[src/design/itd_defines.vh]
`ifndef ITD_DEFINES_VH
`define ITD_DEFINES_VH

// Instruction word and operand widths.
`define ITD_WORD_W        24
`define ITD_OPC_MSB       23
`define ITD_OPC_LSB       18
`define ITD_BASE_OPS      84
`define ITD_ADD_VARIANTS  6
`define ITD_DIV_REPEATS   18

// Functional groups.
`define ITD_GRP_MOVE      4'h0
`define ITD_GRP_MATH      4'h1
`define ITD_GRP_LOGIC     4'h2
`define ITD_GRP_SHIFT     4'h3
`define ITD_GRP_BIT       4'h4
`define ITD_GRP_SKIP      4'h5
`define ITD_GRP_FLOW      4'h6
`define ITD_GRP_STACK     4'h7
`define ITD_GRP_CTRL      4'h8
`define ITD_GRP_DSP       4'h9
`define ITD_GRP_NONE      4'hF

// Operation classes carried in opcode bits 23:18 (decoder encoding).
`define ITD_OP_MOVE       6'h00
`define ITD_OP_XFER_DW    6'h01
`define ITD_OP_TBL_RDH    6'h02
`define ITD_OP_TBL_RDL    6'h03
`define ITD_OP_TBL_WTH    6'h04
`define ITD_OP_TBL_WTL    6'h05
`define ITD_OP_ADD_F      6'h06
`define ITD_OP_ADD_L10    6'h07
`define ITD_OP_ADD_L5     6'h08
`define ITD_OP_ADD_WW     6'h09
`define ITD_OP_ADD_B_L10  6'h0A
`define ITD_OP_ADD_B_WW   6'h0B
`define ITD_OP_MATH       6'h0C
`define ITD_OP_DIV_S      6'h0D
`define ITD_OP_DIV_U      6'h0E
`define ITD_OP_DIV_F      6'h0F
`define ITD_OP_MUL        6'h10
`define ITD_OP_LOGIC      6'h11
`define ITD_OP_SHIFT      6'h12
`define ITD_OP_BIT        6'h13
`define ITD_OP_SKIP       6'h14
`define ITD_OP_BRANCH     6'h15
`define ITD_OP_CALL       6'h16
`define ITD_OP_GOTO       6'h17
`define ITD_OP_LOOP       6'h18
`define ITD_OP_RETURN     6'h19
`define ITD_OP_RET_INT    6'h1A
`define ITD_OP_RET_LIT    6'h1B
`define ITD_OP_PUSH_DW    6'h1C
`define ITD_OP_POP_DW     6'h1D
`define ITD_OP_STACK      6'h1E
`define ITD_OP_CTRL       6'h1F
`define ITD_OP_DSP        6'h20
`define ITD_OP_REPEAT     6'h21

// Cycle and word counts.
`define ITD_CYC_ONE       2'h1
`define ITD_CYC_TWO       2'h2
`define ITD_CYC_THREE     2'h3
`define ITD_WORDS_ONE     2'h1
`define ITD_WORDS_TWO     2'h2
`define ITD_CNT_ZERO      2'h0
`define ITD_DIV_CNT_W     5
`define ITD_DIV_LAST      5'h11
`define ITD_DIV_ZERO      5'h00

// Operand field positions.
`define ITD_B4_LSB        12
`define ITD_L1_LSB        14
`define ITD_L4_LSB        4
`define ITD_L5_LSB        4
`define ITD_L8_LSB        4
`define ITD_L10_LSB       4
`define ITD_L14_LSB       0
`define ITD_L16_LSB       0
`define ITD_L23_LSB       0
`define ITD_WD_LSB        7
`define ITD_WS_LSB        0
`define ITD_IND_BIT       11
`define ITD_BYTE_BIT      14
`define ITD_ACC_BIT       15
`define ITD_AWB_BIT       16
`define ITD_XS_LSB        12
`define ITD_YS_LSB        8
`define ITD_XD_LSB        6
`define ITD_YD_LSB        4
`define ITD_SQR_BIT       17
`define ITD_BYTE_MAX      10'h0FF

`endif

[src/design/itd_field_extract.v]
`timescale 1ns/1ps
`include "itd_defines.vh"

module itd_field_extract (
  // Instruction word and byte mode.
  input  wire [23:0] instrWord,
  input  wire        byteMode,
  // Unsigned literals.
  output wire        lit1,
  output wire [3:0]  lit4,
  output wire [4:0]  lit5,
  output wire [7:0]  lit8,
  output wire [9:0]  tenBitLiteral,
  output wire [13:0] lit14,
  output wire [15:0] lit16,
  output wire [22:0] lit23,
  // Signed literals, sign extended to 16 bits.
  output wire [15:0] slit4,
  output wire [15:0] signedTenBitLiteral,
  output wire [15:0] slit16,
  // Bit position.
  output wire [3:0]  bitPositionField
);

  wire [9:0] rawLit10;

  assign lit1   = instrWord[`ITD_L1_LSB];
  assign lit4   = instrWord[`ITD_L4_LSB +: 4];
  assign lit5   = instrWord[`ITD_L5_LSB +: 5];
  assign lit8   = instrWord[`ITD_L8_LSB +: 8];
  assign lit14  = instrWord[`ITD_L14_LSB +: 14];
  assign lit16  = instrWord[`ITD_L16_LSB +: 16];
  assign lit23  = instrWord[`ITD_L23_LSB +: 23];
  assign rawLit10 = instrWord[`ITD_L10_LSB +: 10];
  // Byte mode masks the ten-bit literal to its low byte.
  assign tenBitLiteral = byteMode ? (rawLit10 & `ITD_BYTE_MAX) : rawLit10;
  assign slit4  = {{12{lit4[3]}}, lit4};
  assign signedTenBitLiteral = {{6{rawLit10[9]}}, rawLit10};
  assign slit16 = lit16;
  assign bitPositionField = instrWord[`ITD_B4_LSB +: 4];

endmodule

[src/design/itd_instruction_timing_decoder.v]
`timescale 1ns/1ps
`include "itd_defines.vh"

module itd_instruction_timing_decoder (
  // Clock and reset.
  input  wire        clk,
  input  wire        nrst,
  // Fetch side.
  input  wire        instrValid,
  input  wire [23:0] instrWord,
  input  wire        skipTaken,
  input  wire        nextIsTwoWord,
  input  wire        exceptionPending,
  input  wire        psvAccess,
  input  wire [1:0]  psvExtraCycles,
  input  wire        repeatActive,
  input  wire        interruptReq,
  // Pipeline handshake.
  output wire        decodeReady,
  output wire        fetchSecondWord,
  output wire        insertNop,
  // Decoded classification.
  output reg  [3:0]  funcGroup,
  output reg  [5:0]  opClass,
  output reg         opKnown,
  output reg  [1:0]  wordCount,
  output reg  [2:0]  cycleCount,
  output reg         isDivideStep,
  output reg         divideInterruptible,
  output reg  [4:0]  divideStepIndex,
  // Register operands.
  output reg  [3:0]  destWorkRegister,
  output reg  [3:0]  srcWorkRegister,
  output reg         srcIndirect,
  output reg         destIndirect,
  output reg  [3:0]  divideRegisterPair,
  output reg  [3:0]  divisorRegister,
  output reg         mulSquare,
  // Signal-processing operands.
  output reg         accSelect,
  output reg         accumulatorWriteBack,
  output reg  [3:0]  xPrefetchSource,
  output reg  [3:0]  yPrefetchSource,
  output reg  [1:0]  xPrefetchDest,
  output reg  [1:0]  yPrefetchDest,
  // Literal and bit fields.
  output reg  [9:0]  tenBitLiteralOut,
  output reg  [15:0] signedTenBitLiteralOut,
  output reg  [15:0] lit16Out,
  output reg  [22:0] lit23Out,
  output reg  [4:0]  lit5Out,
  output reg  [15:0] slit4Out,
  output reg  [3:0]  bitPositionFieldOut
);

  localparam ST_IDLE = 2'h0;
  localparam ST_BUSY = 2'h1;

  reg  [1:0] state_ff;
  reg  [1:0] nxt_state;
  reg  [2:0] remain_ff;
  reg  [2:0] nxt_remain;
  reg        needSecond_ff;
  reg        nxt_needSecond;
  reg  [4:0] divCnt_ff;
  reg  [4:0] nxt_divCnt;

  wire [5:0]  opc;
  wire        byteMode;
  wire [4:0]  fLit5;
  wire [9:0]  fLit10;
  wire [22:0] fLit23;
  wire [15:0] fSlit4;
  wire [15:0] fSlit10;
  wire [15:0] fSlit16;
  wire [3:0]  fBit4;
  wire        take;
  reg  [3:0]  grp;
  reg         known;
  reg  [1:0]  words;
  reg  [2:0]  cycles;
  reg         isDiv;

  // Map an operation class to its functional group.
  function [3:0] groupOf;
    input [5:0] op;
    begin
      case (op)
        `ITD_OP_MOVE, `ITD_OP_XFER_DW, `ITD_OP_TBL_RDH, `ITD_OP_TBL_RDL,
        `ITD_OP_TBL_WTH, `ITD_OP_TBL_WTL: groupOf = `ITD_GRP_MOVE;
        `ITD_OP_ADD_F, `ITD_OP_ADD_L10, `ITD_OP_ADD_L5, `ITD_OP_ADD_WW,
        `ITD_OP_ADD_B_L10, `ITD_OP_ADD_B_WW, `ITD_OP_MATH, `ITD_OP_DIV_S,
        `ITD_OP_DIV_U, `ITD_OP_DIV_F, `ITD_OP_MUL: groupOf = `ITD_GRP_MATH;
        `ITD_OP_LOGIC: groupOf = `ITD_GRP_LOGIC;
        `ITD_OP_SHIFT: groupOf = `ITD_GRP_SHIFT;
        `ITD_OP_BIT: groupOf = `ITD_GRP_BIT;
        `ITD_OP_SKIP: groupOf = `ITD_GRP_SKIP;
        `ITD_OP_BRANCH, `ITD_OP_CALL, `ITD_OP_GOTO, `ITD_OP_LOOP,
        `ITD_OP_RETURN, `ITD_OP_RET_INT, `ITD_OP_RET_LIT,
        `ITD_OP_REPEAT: groupOf = `ITD_GRP_FLOW;
        `ITD_OP_PUSH_DW, `ITD_OP_POP_DW, `ITD_OP_STACK: groupOf = `ITD_GRP_STACK;
        `ITD_OP_CTRL: groupOf = `ITD_GRP_CTRL;
        `ITD_OP_DSP: groupOf = `ITD_GRP_DSP;
        default: groupOf = `ITD_GRP_NONE;
      endcase
    end
  endfunction

  assign opc      = instrWord[`ITD_OPC_MSB:`ITD_OPC_LSB];
  assign byteMode = instrWord[`ITD_BYTE_BIT];

  itd_field_extract uFields (
    .instrWord           (instrWord),
    .byteMode            (byteMode),
    .lit1                (),
    .lit4                (),
    .lit5                (fLit5),
    .lit8                (),
    .tenBitLiteral       (fLit10),
    .lit14               (),
    .lit16               (),
    .lit23               (fLit23),
    .slit4               (fSlit4),
    .signedTenBitLiteral (fSlit10),
    .slit16              (fSlit16),
    .bitPositionField    (fBit4)
  );

  // Word and cycle counts for the presented instruction.
  always @* begin
    grp    = groupOf(opc);
    known  = (grp != `ITD_GRP_NONE);
    words  = `ITD_WORDS_ONE;
    cycles = {1'b0, `ITD_CYC_ONE};
    isDiv  = 1'b0;
    case (opc)
      `ITD_OP_XFER_DW, `ITD_OP_TBL_RDH, `ITD_OP_TBL_RDL, `ITD_OP_TBL_WTH,
      `ITD_OP_TBL_WTL, `ITD_OP_PUSH_DW, `ITD_OP_POP_DW: begin
        cycles = {1'b0, `ITD_CYC_TWO};
      end
      `ITD_OP_LOOP: begin
        cycles = {1'b0, `ITD_CYC_TWO};
        words  = `ITD_WORDS_TWO;
      end
      `ITD_OP_CALL, `ITD_OP_GOTO: begin
        cycles = {1'b0, `ITD_CYC_TWO};
        words  = `ITD_WORDS_TWO;
      end
      `ITD_OP_BRANCH: begin
        cycles = {1'b0, `ITD_CYC_TWO};
      end
      `ITD_OP_SKIP: begin
        if (skipTaken) begin
          cycles = nextIsTwoWord ? {1'b0, `ITD_CYC_THREE} : {1'b0, `ITD_CYC_TWO};
        end
      end
      `ITD_OP_RETURN, `ITD_OP_RET_INT, `ITD_OP_RET_LIT: begin
        cycles = exceptionPending ? {1'b0, `ITD_CYC_TWO} : {1'b0, `ITD_CYC_THREE};
      end
      `ITD_OP_DIV_S, `ITD_OP_DIV_U, `ITD_OP_DIV_F: begin
        isDiv = 1'b1;
      end
      default: begin
        cycles = {1'b0, `ITD_CYC_ONE};
      end
    endcase
    if (psvAccess) begin
      cycles = cycles + {1'b0, psvExtraCycles};
    end
  end

  assign take            = instrValid && (state_ff == ST_IDLE);
  assign decodeReady     = (state_ff == ST_IDLE);
  assign insertNop       = (state_ff == ST_BUSY);
  assign fetchSecondWord = (state_ff == ST_BUSY) && needSecond_ff;

  // Sequencer holding the decoder while filler cycles run.
  always @* begin
    nxt_state      = state_ff;
    nxt_remain     = remain_ff;
    nxt_needSecond = needSecond_ff;
    nxt_divCnt     = divCnt_ff;
    case (state_ff)
      ST_IDLE: begin
        if (take) begin
          nxt_needSecond = (words == `ITD_WORDS_TWO);
          if (cycles > {1'b0, `ITD_CYC_ONE}) begin
            nxt_state  = ST_BUSY;
            nxt_remain = cycles - 3'h1;
          end
          if (isDiv && repeatActive) begin
            // Count repeated steps; the repeat itself is one more cycle.
            nxt_divCnt = (divCnt_ff == `ITD_DIV_LAST) ? `ITD_DIV_ZERO :
                         divCnt_ff + 5'h01;
          end else if (!repeatActive) begin
            nxt_divCnt = `ITD_DIV_ZERO;
          end
        end
      end
      ST_BUSY: begin
        nxt_needSecond = 1'b0;
        nxt_remain     = remain_ff - 3'h1;
        if (remain_ff == 3'h1) begin
          nxt_state = ST_IDLE;
        end
      end
      default: begin
        nxt_state = ST_IDLE;
      end
    endcase
  end

  always @(posedge clk or negedge nrst) begin
    if (!nrst) begin
      state_ff      <= ST_IDLE;
      remain_ff     <= 3'h0;
      needSecond_ff <= 1'b0;
      divCnt_ff     <= `ITD_DIV_ZERO;
    end else begin
      state_ff      <= nxt_state;
      remain_ff     <= nxt_remain;
      needSecond_ff <= nxt_needSecond;
      divCnt_ff     <= nxt_divCnt;
    end
  end

  // Registered decode results, captured when an instruction is taken.
  always @(posedge clk or negedge nrst) begin
    if (!nrst) begin
      funcGroup              <= `ITD_GRP_NONE;
      opClass                <= 6'h00;
      opKnown                <= 1'b0;
      wordCount              <= `ITD_CNT_ZERO;
      cycleCount             <= 3'h0;
      isDivideStep           <= 1'b0;
      divideInterruptible    <= 1'b0;
      divideStepIndex        <= `ITD_DIV_ZERO;
      destWorkRegister       <= 4'h0;
      srcWorkRegister        <= 4'h0;
      srcIndirect            <= 1'b0;
      destIndirect           <= 1'b0;
      divideRegisterPair     <= 4'h0;
      divisorRegister        <= 4'h0;
      mulSquare              <= 1'b0;
      accSelect              <= 1'b0;
      accumulatorWriteBack   <= 1'b0;
      xPrefetchSource        <= 4'h0;
      yPrefetchSource        <= 4'h0;
      xPrefetchDest          <= 2'h0;
      yPrefetchDest          <= 2'h0;
      tenBitLiteralOut       <= 10'h000;
      signedTenBitLiteralOut <= 16'h0000;
      lit16Out               <= 16'h0000;
      lit23Out               <= 23'h000000;
      lit5Out                <= 5'h00;
      slit4Out               <= 16'h0000;
      bitPositionFieldOut    <= 4'h0;
    end else if (take) begin
      funcGroup           <= grp;
      opClass             <= opc;
      opKnown             <= known;
      wordCount           <= words;
      cycleCount          <= cycles;
      isDivideStep        <= isDiv;
      divideInterruptible <= isDiv && repeatActive && interruptReq;
      divideStepIndex     <= divCnt_ff;
      destWorkRegister    <= instrWord[`ITD_WD_LSB +: 4];
      srcWorkRegister     <= instrWord[`ITD_WS_LSB +: 4];
      // Restricted fields are direct only; indirect bit is honoured elsewhere.
      srcIndirect         <= instrWord[`ITD_IND_BIT] && !isDiv && (opc != `ITD_OP_MUL);
      destIndirect        <= instrWord[`ITD_IND_BIT] && (grp != `ITD_GRP_DSP);
      divideRegisterPair  <= instrWord[`ITD_WD_LSB +: 4];
      divisorRegister     <= instrWord[`ITD_WS_LSB +: 4];
      mulSquare           <= (opc == `ITD_OP_MUL) && instrWord[`ITD_SQR_BIT];
      accSelect           <= instrWord[`ITD_ACC_BIT];
      accumulatorWriteBack <= (grp == `ITD_GRP_DSP) && instrWord[`ITD_AWB_BIT];
      xPrefetchSource     <= instrWord[`ITD_XS_LSB +: 4];
      yPrefetchSource     <= instrWord[`ITD_YS_LSB +: 4];
      xPrefetchDest       <= instrWord[`ITD_XD_LSB +: 2];
      yPrefetchDest       <= instrWord[`ITD_YD_LSB +: 2];
      tenBitLiteralOut    <= fLit10;
      signedTenBitLiteralOut <= fSlit10;
      lit16Out            <= fSlit16;
      lit23Out            <= fLit23;
      lit5Out             <= fLit5;
      slit4Out            <= fSlit4;
      bitPositionFieldOut <= fBit4;
    end
  end

endmodule

[config.mk]
export PLATFORM = sky130hd
export DESIGN_NAME = itd_instruction_timing_decoder
export DESIGN_NICKNAME = d
export VERILOG_FILES = /design/src/design/itd_field_extract.v /design/src/design/itd_instruction_timing_decoder.v
export VERILOG_INCLUDE_DIRS = /design/src /design/src/design
export SDC_FILE = /design/constraint.sdc
export NUM_CORES = 1
export LEC_CHECK = 0
export BUFFER_PORTS_ARGS = -buffer_cell sky130_fd_sc_hd__buf_2
export CAP_MARGIN = 10
export CORE_MARGIN = 4
export CORE_UTILIZATION = 40
export DETAILED_ROUTE_END_ITERATION = 6
export HOLD_SLACK_MARGIN = 0.1
export PLACE_DENSITY = 0.68
export SLEW_MARGIN = 10
export SYNTH_ARGS = -nofsm -noshare
export SYNTH_HDL_FRONTEND = slang
export SYNTH_HIERARCHICAL = 1
export SYNTH_SLANG_ARGS = --single-unit
[constraint.sdc]
create_clock -name clk -period 2.14 [get_ports clk]
set_input_delay 0.107 -clock clk [delete_from_list [all_inputs] [get_ports clk]]
set_output_delay 0.107 -clock clk [all_outputs]
set_load 0.01 [all_outputs]
======== Yosys cells after proc, flatten, opt, wreduce, memory -nomap -nowiden ========
Memory sizes are Yosys's and may differ from the RTL's.
Index checks and enable logic that the tools add are counted.
word-level totals
  register bits after elaboration ......... 127
  ROM bits ................................ 256
  input port bits ......................... 35
  output and inout port bits .............. 149
  logic and storage cells ................. 106
  memories ................................ 1
cells by class
  $add $sub $neg .......................... 4
  order comparisons ....................... 1
  eq/ne operators ......................... 31
  mux-type cells .......................... 20
  reduce and logical (&&, ||, !) cells .... 20
memories
  name             words  width  rd ports  clocked after memory_dff  wr ports  line                                 source
  (no name shown)  64     4      1         0                         0         itd_instruction_timing_decoder.v:88  case (op)
operator list
  operator             number
  $eq 6x5->1 const B   11
  $eq 6x4->1 const B   3
  $mux 5               3
  $eq 6x2->1 const B   2
  $eq 6x3->1 const B   2
  $reduce_or 11->1     1
  $mux 10              1
  $mux 2               5
  $logic_and 1x1->1    9
  $mux 3               3
  $reduce_and 3->1     3
  $reduce_or 3->1      3
  $ne 2x1->1 const B   4
  $ne 4x4->1 const B   2
  $eq 6x1->1 const B   1
  $ne 6x5->1 const B   1
  $pmux 2 s3           1
  $pmux 3 s2           1
  $sub 3x1->3 const B  2
  $add 5x1->5 const B  1
  $eq 5x5->1 const B   1
  $eq 4x4->1 const B   1
  $mux 1               4
  $pmux 2 s2           1
  other kinds (10)     10

======== Logic depth before layout (Yosys ltp) ========
Gate-level depths: netlist (run 1).
  depth after elaboration ................. 9
  gate-level depth with buffers ........... 16
  mapped depth without buffers ............ 16

======== Modules after synthesis ========
Netlist (run 1), hierarchy kept.
by module, submodules not included
  module                          instances  cells each  area an instance (µm²)  seq. area each (µm²)
  itd_instruction_timing_decoder  1          713         6,159.7                 3,583.4
  itd_field_extract               1          133         996.0                   0.0

======== Worst setup path before layout (run 1) ========
No wires, ideal clock.
  kind .................................... input to register
  start ................................... in instrWord[18]
  end ..................................... reg remain_ff[1]
  setup time .............................. 132 ps
  arrival time ............................ 2,908 ps
  required time ........................... 2,008 ps
  path slack .............................. -900 ps
  stages .................................. 16
  path through ............................ inv_1 ha_1 or4_1 o2111ai_1 nand3_1 nand2_1 ha_1 inv_1 fa_1 mux2_2 ha_1 a21oi_1 nand2_1 a21oi_1 nor3_1 mux2i_1
on the way
  longest elaborated chain between the ends .. 9
  elaborated cells on any way between the ends .. 27
  those cells by class .................... 2 x add/sub; 1 x order compare; 16 x eq/ne; 5 x mux; 3 x reduce/logical
ends and longest elaborated chain
  what                                                                  line                                  source
  from (decl)                                                           itd_instruction_timing_decoder.v:10   input wire [23:0] instrWord,
  $eq 6x5->1, or another cell as far along                              itd_instruction_timing_decoder.v:136  case (opc)
  $reduce_or 11->1 (no line) / $reduce_or 3->1 (equally long branches)  n/a
  $pmux 2 s3 *                                                          itd_instruction_timing_decoder.v:136
  $add 3x2->3                                                           itd_instruction_timing_decoder.v:168  cycles = cycles + {1'b0, psvExtraCycles};
  $mux 3 *                                                              itd_instruction_timing_decoder.v:167  if (psvAccess) begin
  $sub 3x1->3                                                           itd_instruction_timing_decoder.v:189  nxt_remain = cycles - 3'h1;
  $mux 3                                                                itd_instruction_timing_decoder.v:187  if (cycles > {1'b0, `ITD_CYC_ONE}) begin
  $mux 3                                                                itd_instruction_timing_decoder.v:185  if (take) begin
  $pmux 3 s2                                                            itd_instruction_timing_decoder.v:183  case (state_ff)
  to (signal assigned)                                                  itd_instruction_timing_decoder.v:221  remain_ff <= nxt_remain;
  to (decl)                                                             itd_instruction_timing_decoder.v:61   reg [2:0] remain_ff;
Every way passes the cells marked *; elsewhere a longest branch is shown, timed or not. The select of a mux whose other input is x is not followed.
A chain may end at the register's enable or synchronous reset.

======== Final worst setup path (run 1) ========
Same ends and word-level chain as after synthesis.

==> results of run 1 <==
[power by group through the flow]
stage | Clock [W] | Combinational (W) | Sequential (W)
floorplan | 0 | 0.00175 | 0.00501
global placement | 0 | 0.00383 | 0.00453
detailed placement | 0 | 0.00394 | 0.00454
CTS | 0.00330 | 0.00402 | 0.00452
global route | 0.00341 | 0.00442 | 0.00467
finish | 0.00322 | 0.00395 | 0.00451
[layout make-up]
type	instances	area, sq um	area share
sequential	143	3580	0.413
multi-input combinational	509	2440	0.282
timing repair buffer	256	1650	0.190
clock inverter	14	201	0.0232
tap	220	275	0.0317
clock buffer	18	439	0.0506
inverter	16	77.6	0.00895
[final timing paths]
check,cells after the start,slack [ns],end
worst max register to register,5,0.23,divideInterruptible$_DFFE_PN0P_
worst max-delay path,16,-0.48,remain_ff[1]$_DFFE_PN0P_
min in group asynchronous,2,0.25,cycleCount[1]$_DFFE_PN0P_
worst min-delay path,3,0.12,slit4Out[14]$_DFFE_PN0P_
max in group asynchronous,3,1.21,funcGroup[1]$_DFFE_PN1P_
worst min register to register,2,0.47,lit23Out[6]$_DFFE_PN0P_
[worst max-delay path: cells and delay by family]
kind,cells,cell delay (ns)
AOI/OAI and AO/OA,3,0.39
muxes,2,0.45
buffers and inverters,2,0.15
adders and majority gates,4,0.91
and+or+nand+nor,5,0.91
[state kept, by name, indices dropped and copies added, names as in the netlist, 2 cells and up]
signal                  cells
lit23Out                   23
lit16Out                   16
signedTenBitLiteralOut     16
slit4Out                   16
tenBitLiteralOut           10
opClass                     6
divCnt_ff                   5
divideStepIndex             5
lit5Out                     5
bitPositionFieldOut         4
divisorRegister             4
funcGroup                   4
cycleCount                  3
divideRegisterPair          3
remain_ff                   3
xPrefetchSource             3
wordCount                   2
yPrefetchDest               2
yPrefetchSource             2
[routing by layer]
layer / GRT usage / vias to the layer above / share of wire
li1: - / 2691 / -
met1: 0.237 / 2559 / 0.45
met2: 0.300 / 143 / 0.48
met3: 0.0421 / 21 / 0.050
met4: 0.0736 / 0 / 0.022
met5: 0 / - / 0
[stage by stage]
stage	power [W]	instance area [sq um]	setup TNS [ns]	cells
floorplan	0.00676	6900	-3.33	803
global placement	0.00836	7600	-6.11	1111
detailed placement	0.00848	7600	-6.75	1111
CTS	0.0118	8650	-1.69	1176
global route	0.0125	8670	-2.36	1176
finish	0.0117	8670	-1.87	1176
[placed cells by master, fill, tap and decap left out, types with 8 or more instances in the layout]
cell / count
nand3_1: 8
buf_2: 180
buf_4: 37
ha_1: 9
o21ai_0: 28
buf_12: 8
dlygate4sd3_1: 30
inv_1: 13
clkbuf_16: 17
dfrtp_1: 139
nor2_1: 9
nand2_1: 381
[timing repair]
item / 4_1_cts / 5_1_grt
setup endpoints to repair: 5 / 5
buffers inserted: 3 / 0
gates resized for setup: 18 / 4
pin swaps: 12 / 4
endpoints found under the hold margin: 151 / 0
hold buffers: 30 / 0
gates cloned: 0 / 0
==> run summary, run 1 <==
Mean Syn Cell Area = 8.51 sq um
Crit Path Category = in -> reg
Period minus WS final = 2.62 ns
largest net degree at the start of global routing = 65
first-pass GRT wire length = 29000 um
Num CTS Buffers = 17
root buffer cell = clkbuf_16
Synth Warn # = 6
Logic pwr share = 0.338
Worst-Margin Slew = 0.594 ns
antenna-violating nets left = 0
core area = 16600 sq um
initial antenna violation count = 0
die width = 139 um
Hold Crit Start = instrWord[7]
maximum clock frequency = 381 MHz
Core Rows = 47
WL per Instance = 14.6 um
clk_lat worst skew = 0.41 ns
Top Ports = 184
power share of the clock group = 0.276
Seq pwr share = 0.386
cell count after synthesis = 803
Worst-path clk slew = 0.06 ns
CTS tree = yes
DIE HEIGHT = 139 um
DRC viols = 0
RSZ-0062 raised after global routing = yes
drt pass-1 iters = 7
number of port buffers = 183
Worst setup EP type = flop
Via density = 4.60
Crit path top cell by count = ha_4
grt total ovfl = 0
final net count = 993
Int Power = 0.00747 W
starting density of the core = 0.411
period utilization = 1.23
ANT cells = 0
clock skew = 0.0103 ns
Area growth syn-to-layout = 26.9%
pre-CTS setup slack = -1.18 ns
detailed-route via count = 5414
PwrDens = 1350 nW/um^2
# clock sinks = 143
Worst slew margin = 0.604
total wire length = 17200 um
leakage = 4.75 nW
CP Launch Point = instrWord[18]
Tot GR Track Use = 0.183
Synth Net Count = 853
CP Launch Type = input port
worst vdd ir = 0.623 mV
failing checks = negative setup slack
cell chain of the critical path = buf_12, ha_4, or4_4, o2111ai_4, nand3_2, nand2_2, ha_4, inv_2, fa_1, mux2_4, ha_4, a21oi_4, nand2_1, a21oi_2, nor3_2, mux2i_1
clock tree buffer depth = 2
Crit Path Max Fanout = 6
1st-iter DRT viols = 289
Fin. Hold Viols = 0
hold_ws = 0.124 ns
utilization of the core after routing = 0.521
slack of the critical path = -0.482 ns
placed wire-length estimate = 11700 um
DIE AREA = 19200 sq um
post-synthesis cell area = 6830 sq um
endpoints failing setup = 4
CP peak stage delay = 0.54 ns
WP data arrival = 2.92 ns
slowest CP cell = or4_4
Switch Pwr = 0.00421 W
H-tree levels = 4
status = finished with violations
share of cells above drive strength 1 = 0.301
Hold Path Class = in -> reg
placer congestion estimate = 0.823
CP required = 2.43 ns
final slew viol count = 0
Switching Share = 0.360
Max Cap Viol = 0
Reg-to-Reg Start = state_ff[0]$_DFFE_PN0P_
vias in the first global route = 5586
# fillers = 1564
(Power assumes the default switching activity.)
==> inputs of run 2 (changes only) <==
Settings changed: BUFFER_PORTS_ARGS -buffer_cell sky130_fd_sc_hd__buf_2 to -buffer_cell sky130_fd_sc_hd__clkbuf_2.
==> run summary, run 2 (synthesis gave the netlist of run 1 again) <==
most common cell after layout, fill and taps aside = nand2_1
Reg-to-Reg Start = state_ff[0]$_DFFE_PN0P_
starting density of the core = 0.411 (unchanged)
FF-to-FF setup slack = 0.18 ns (-0.05 ns)
Worst setup EP type = flop
Worst-path clk slew = 0.06 ns (about the same)
core area = 16600 sq um (unchanged)
drt pass-1 iters = 4 (-3)
Via density = 4.60 (-0.14%)
Fin. Hold Viols = 0 (unchanged)
CTS tree = yes
endpoints failing setup = 4 (unchanged)
final slew viol count = 0 (unchanged)
CP required = 2.44 ns (about the same)
Tot GR Track Use = 0.178 (-0.00517)
DIE HEIGHT = 139 um (unchanged)
placer congestion estimate = 0.840 (+2.1%)
number of port buffers = 183 (unchanged)
Hold Path Class = in -> reg
placed wire-length estimate = 11400 um (-2.5%)
Final Non-Filler Cells = 1174 (-0.17%)
1st-iter DRT viols = 269 (-6.9%)
worst vdd ir = 0.624 mV (+0.20%)
root buffer cell = clkbuf_16
detailed-route via count = 5397 (-0.31%)
DRC viols = 0 (unchanged)
Core Rows = 47 (unchanged)
WL per Instance = 14.3 um (-1.9%)
WP data arrival = 2.92 ns (about the same)
clock tree buffer depth = 2 (unchanged)
Crit Path Category = in -> reg
Max Cap Viol = 0 (unchanged)
Largest register FFs = 23 (unchanged)
dpl cell area = 7590 sq um (about the same)
largest net degree at the start of global routing = 70 (+7.7%)
Crit Path Max Fanout = 5 (-1)
Placed Instances = 1110 (-0.090%)
period utilization = 1.23 (about the same)
Num CTS Buffers = 17 (unchanged)
Worst slew margin = 0.629 (+0.0252)
ANT cells = 0 (unchanged)
Worst-Margin Slew = 0.556 ns (-0.0378 ns)
final net count = 991 (-0.20%)
design area = 8600 sq um (-0.85%)
slack of the critical path = -0.482 ns (-0.000202 ns)
status = finished with violations
PwrDens = 1340 nW/um^2 (-0.68%)
failing checks = negative setup slack
maximum clock frequency = 381 MHz (about the same)
WHS Path Cells = 3 (unchanged)
first-pass GRT wire length = 28100 um (-3.4%)
initial antenna violation count = 0 (unchanged)
DIE AREA = 19200 sq um (unchanged)
R2R depth = 5 (unchanged)
die width = 139 um (unchanged)
most frequent cells in the layout = nand2_1 (382), clkbuf_2 (180), dfrtp_1 (138)
utilization of the core after routing = 0.517 (-0.00444)
Critical R2R Capture = divideInterruptible$_DFFE_PN0P_
clock skew = 0.0101 ns (-0.000139 ns)
H-tree levels = 4 (unchanged)
clk_lat worst skew = 0.41 ns (about the same)
Area growth syn-to-layout = 25.8%
leakage = 4.68 nW (-1.4%)
pre-CTS setup slack = -1.21 ns (-0.0253 ns)
Biggest register = lit23Out
RSZ-0062 raised after global routing = yes
vias in the first global route = 5337 (-4.5%)
grt total ovfl = 0 (unchanged)
share of cells above drive strength 1 = 0.302 (+0.000632)
Design Power = 0.0115 W (-1.5%)
antenna-violating nets left = 0 (unchanged)
Period minus WS final = 2.62 ns (+0.000202 ns)
# clock sinks = 143 (unchanged)
Hold Crit Start = instrWord[13]
total wire length = 16800 um (-2.1%)
CP Launch Type = input port
end point of the worst hold path = signedTenBitLiteralOut[9]$_DFFE_PN0P_
Top Ports = 184 (unchanged)
## run 2: power breakdown
| part | internal (W) | switching, W |
|---|---|---|
| Sequential | 0.00386 | 0.000681 |
| Clock | 0.00190 | 0.00116 |
| Combinational | 0.00158 | 0.00232 |
## run 2: layout make-up
| class | count | area (sq um) |
|---|---|---|
| fill | 1544 | 8040 |
| sequential | 143 | 3580 |
| multi-input combinational | 509 | 2420 |
| timing repair buffer | 254 | 1630 |
| clock buffer | 20 | 457 |
| tap | 220 | 275 |
| clock inverter | 12 | 159 |
| inverter | 16 | 72.6 |
## run 2: worst max-delay path, cell delays in order
cell and delay [ns]:
clkbuf_16 0.13, inv_12 0.03, ha_4 0.14, or4_4 0.54, o2111ai_4 0.11, nand3_2 0.11, nand2_2 0.11, ha_4 0.13
inv_2 0.03, fa_1 0.44, mux2_4 0.31, ha_4 0.17, a21oi_4 0.12, nand2_1 0.08, a21oi_2 0.17, nor3_2 0.08
mux2i_1 0.12
## run 2: how the worst max path moves through the flow
stage / from / cells after the start / end
2_1_floorplan: instrWord[18] / 16 / remain_ff[1]$_DFFE_PN0P_
3_3_place_gp: instrWord[18] / 16 / remain_ff[2]$_DFFE_PN0P_
3_5_place_dp: instrWord[18] / 17 / remain_ff[1]$_DFFE_PN0P_
4_1_cts: instrWord[18] / 17 / remain_ff[1]$_DFFE_PN0P_
5_1_grt: instrWord[18] / 17 / state_ff[0]$_DFFE_PN0P_
6_report: instrWord[18] / 17 / remain_ff[1]$_DFFE_PN0P_
## run 2: metrics by stage
step                hold WS (ns)  setup TNS (ns)
global placement           0.113           -6.34
CTS                        0.100           -1.74
finish                     0.116           -1.83
detailed placement         0.124           -7.01
global route               0.122           -2.25
floorplan                 -0.189           -3.33
## run 2: timing repair
| item | in CTS | in global routing |
|---|---|---|
| endpoints found under the hold margin | 164 | 0 |
| endpoints found under the setup margin | 5 | 5 |
| setup buffers | 3 | 1 |
| gates resized for setup | 12 | 5 |
| hold buffers | 28 | 0 |
| pin swaps | 11 | 2 |
## run 2: layer usage
| metal | vias to the layer above | wire length (um) | track usage | part of all wire |
|---|---|---|---|---|
| li1 | 2684 | - | - | - |
| met1 | 2560 | 7670 | 0.243 | 0.46 |
| met2 | 133 | 7940 | 0.278 | 0.47 |
| met3 | 20 | 951 | 0.0510 | 0.057 |
| met4 | 0 | 257 | 0.0536 | 0.015 |
| met5 | - | 0 | 0 | 0 |
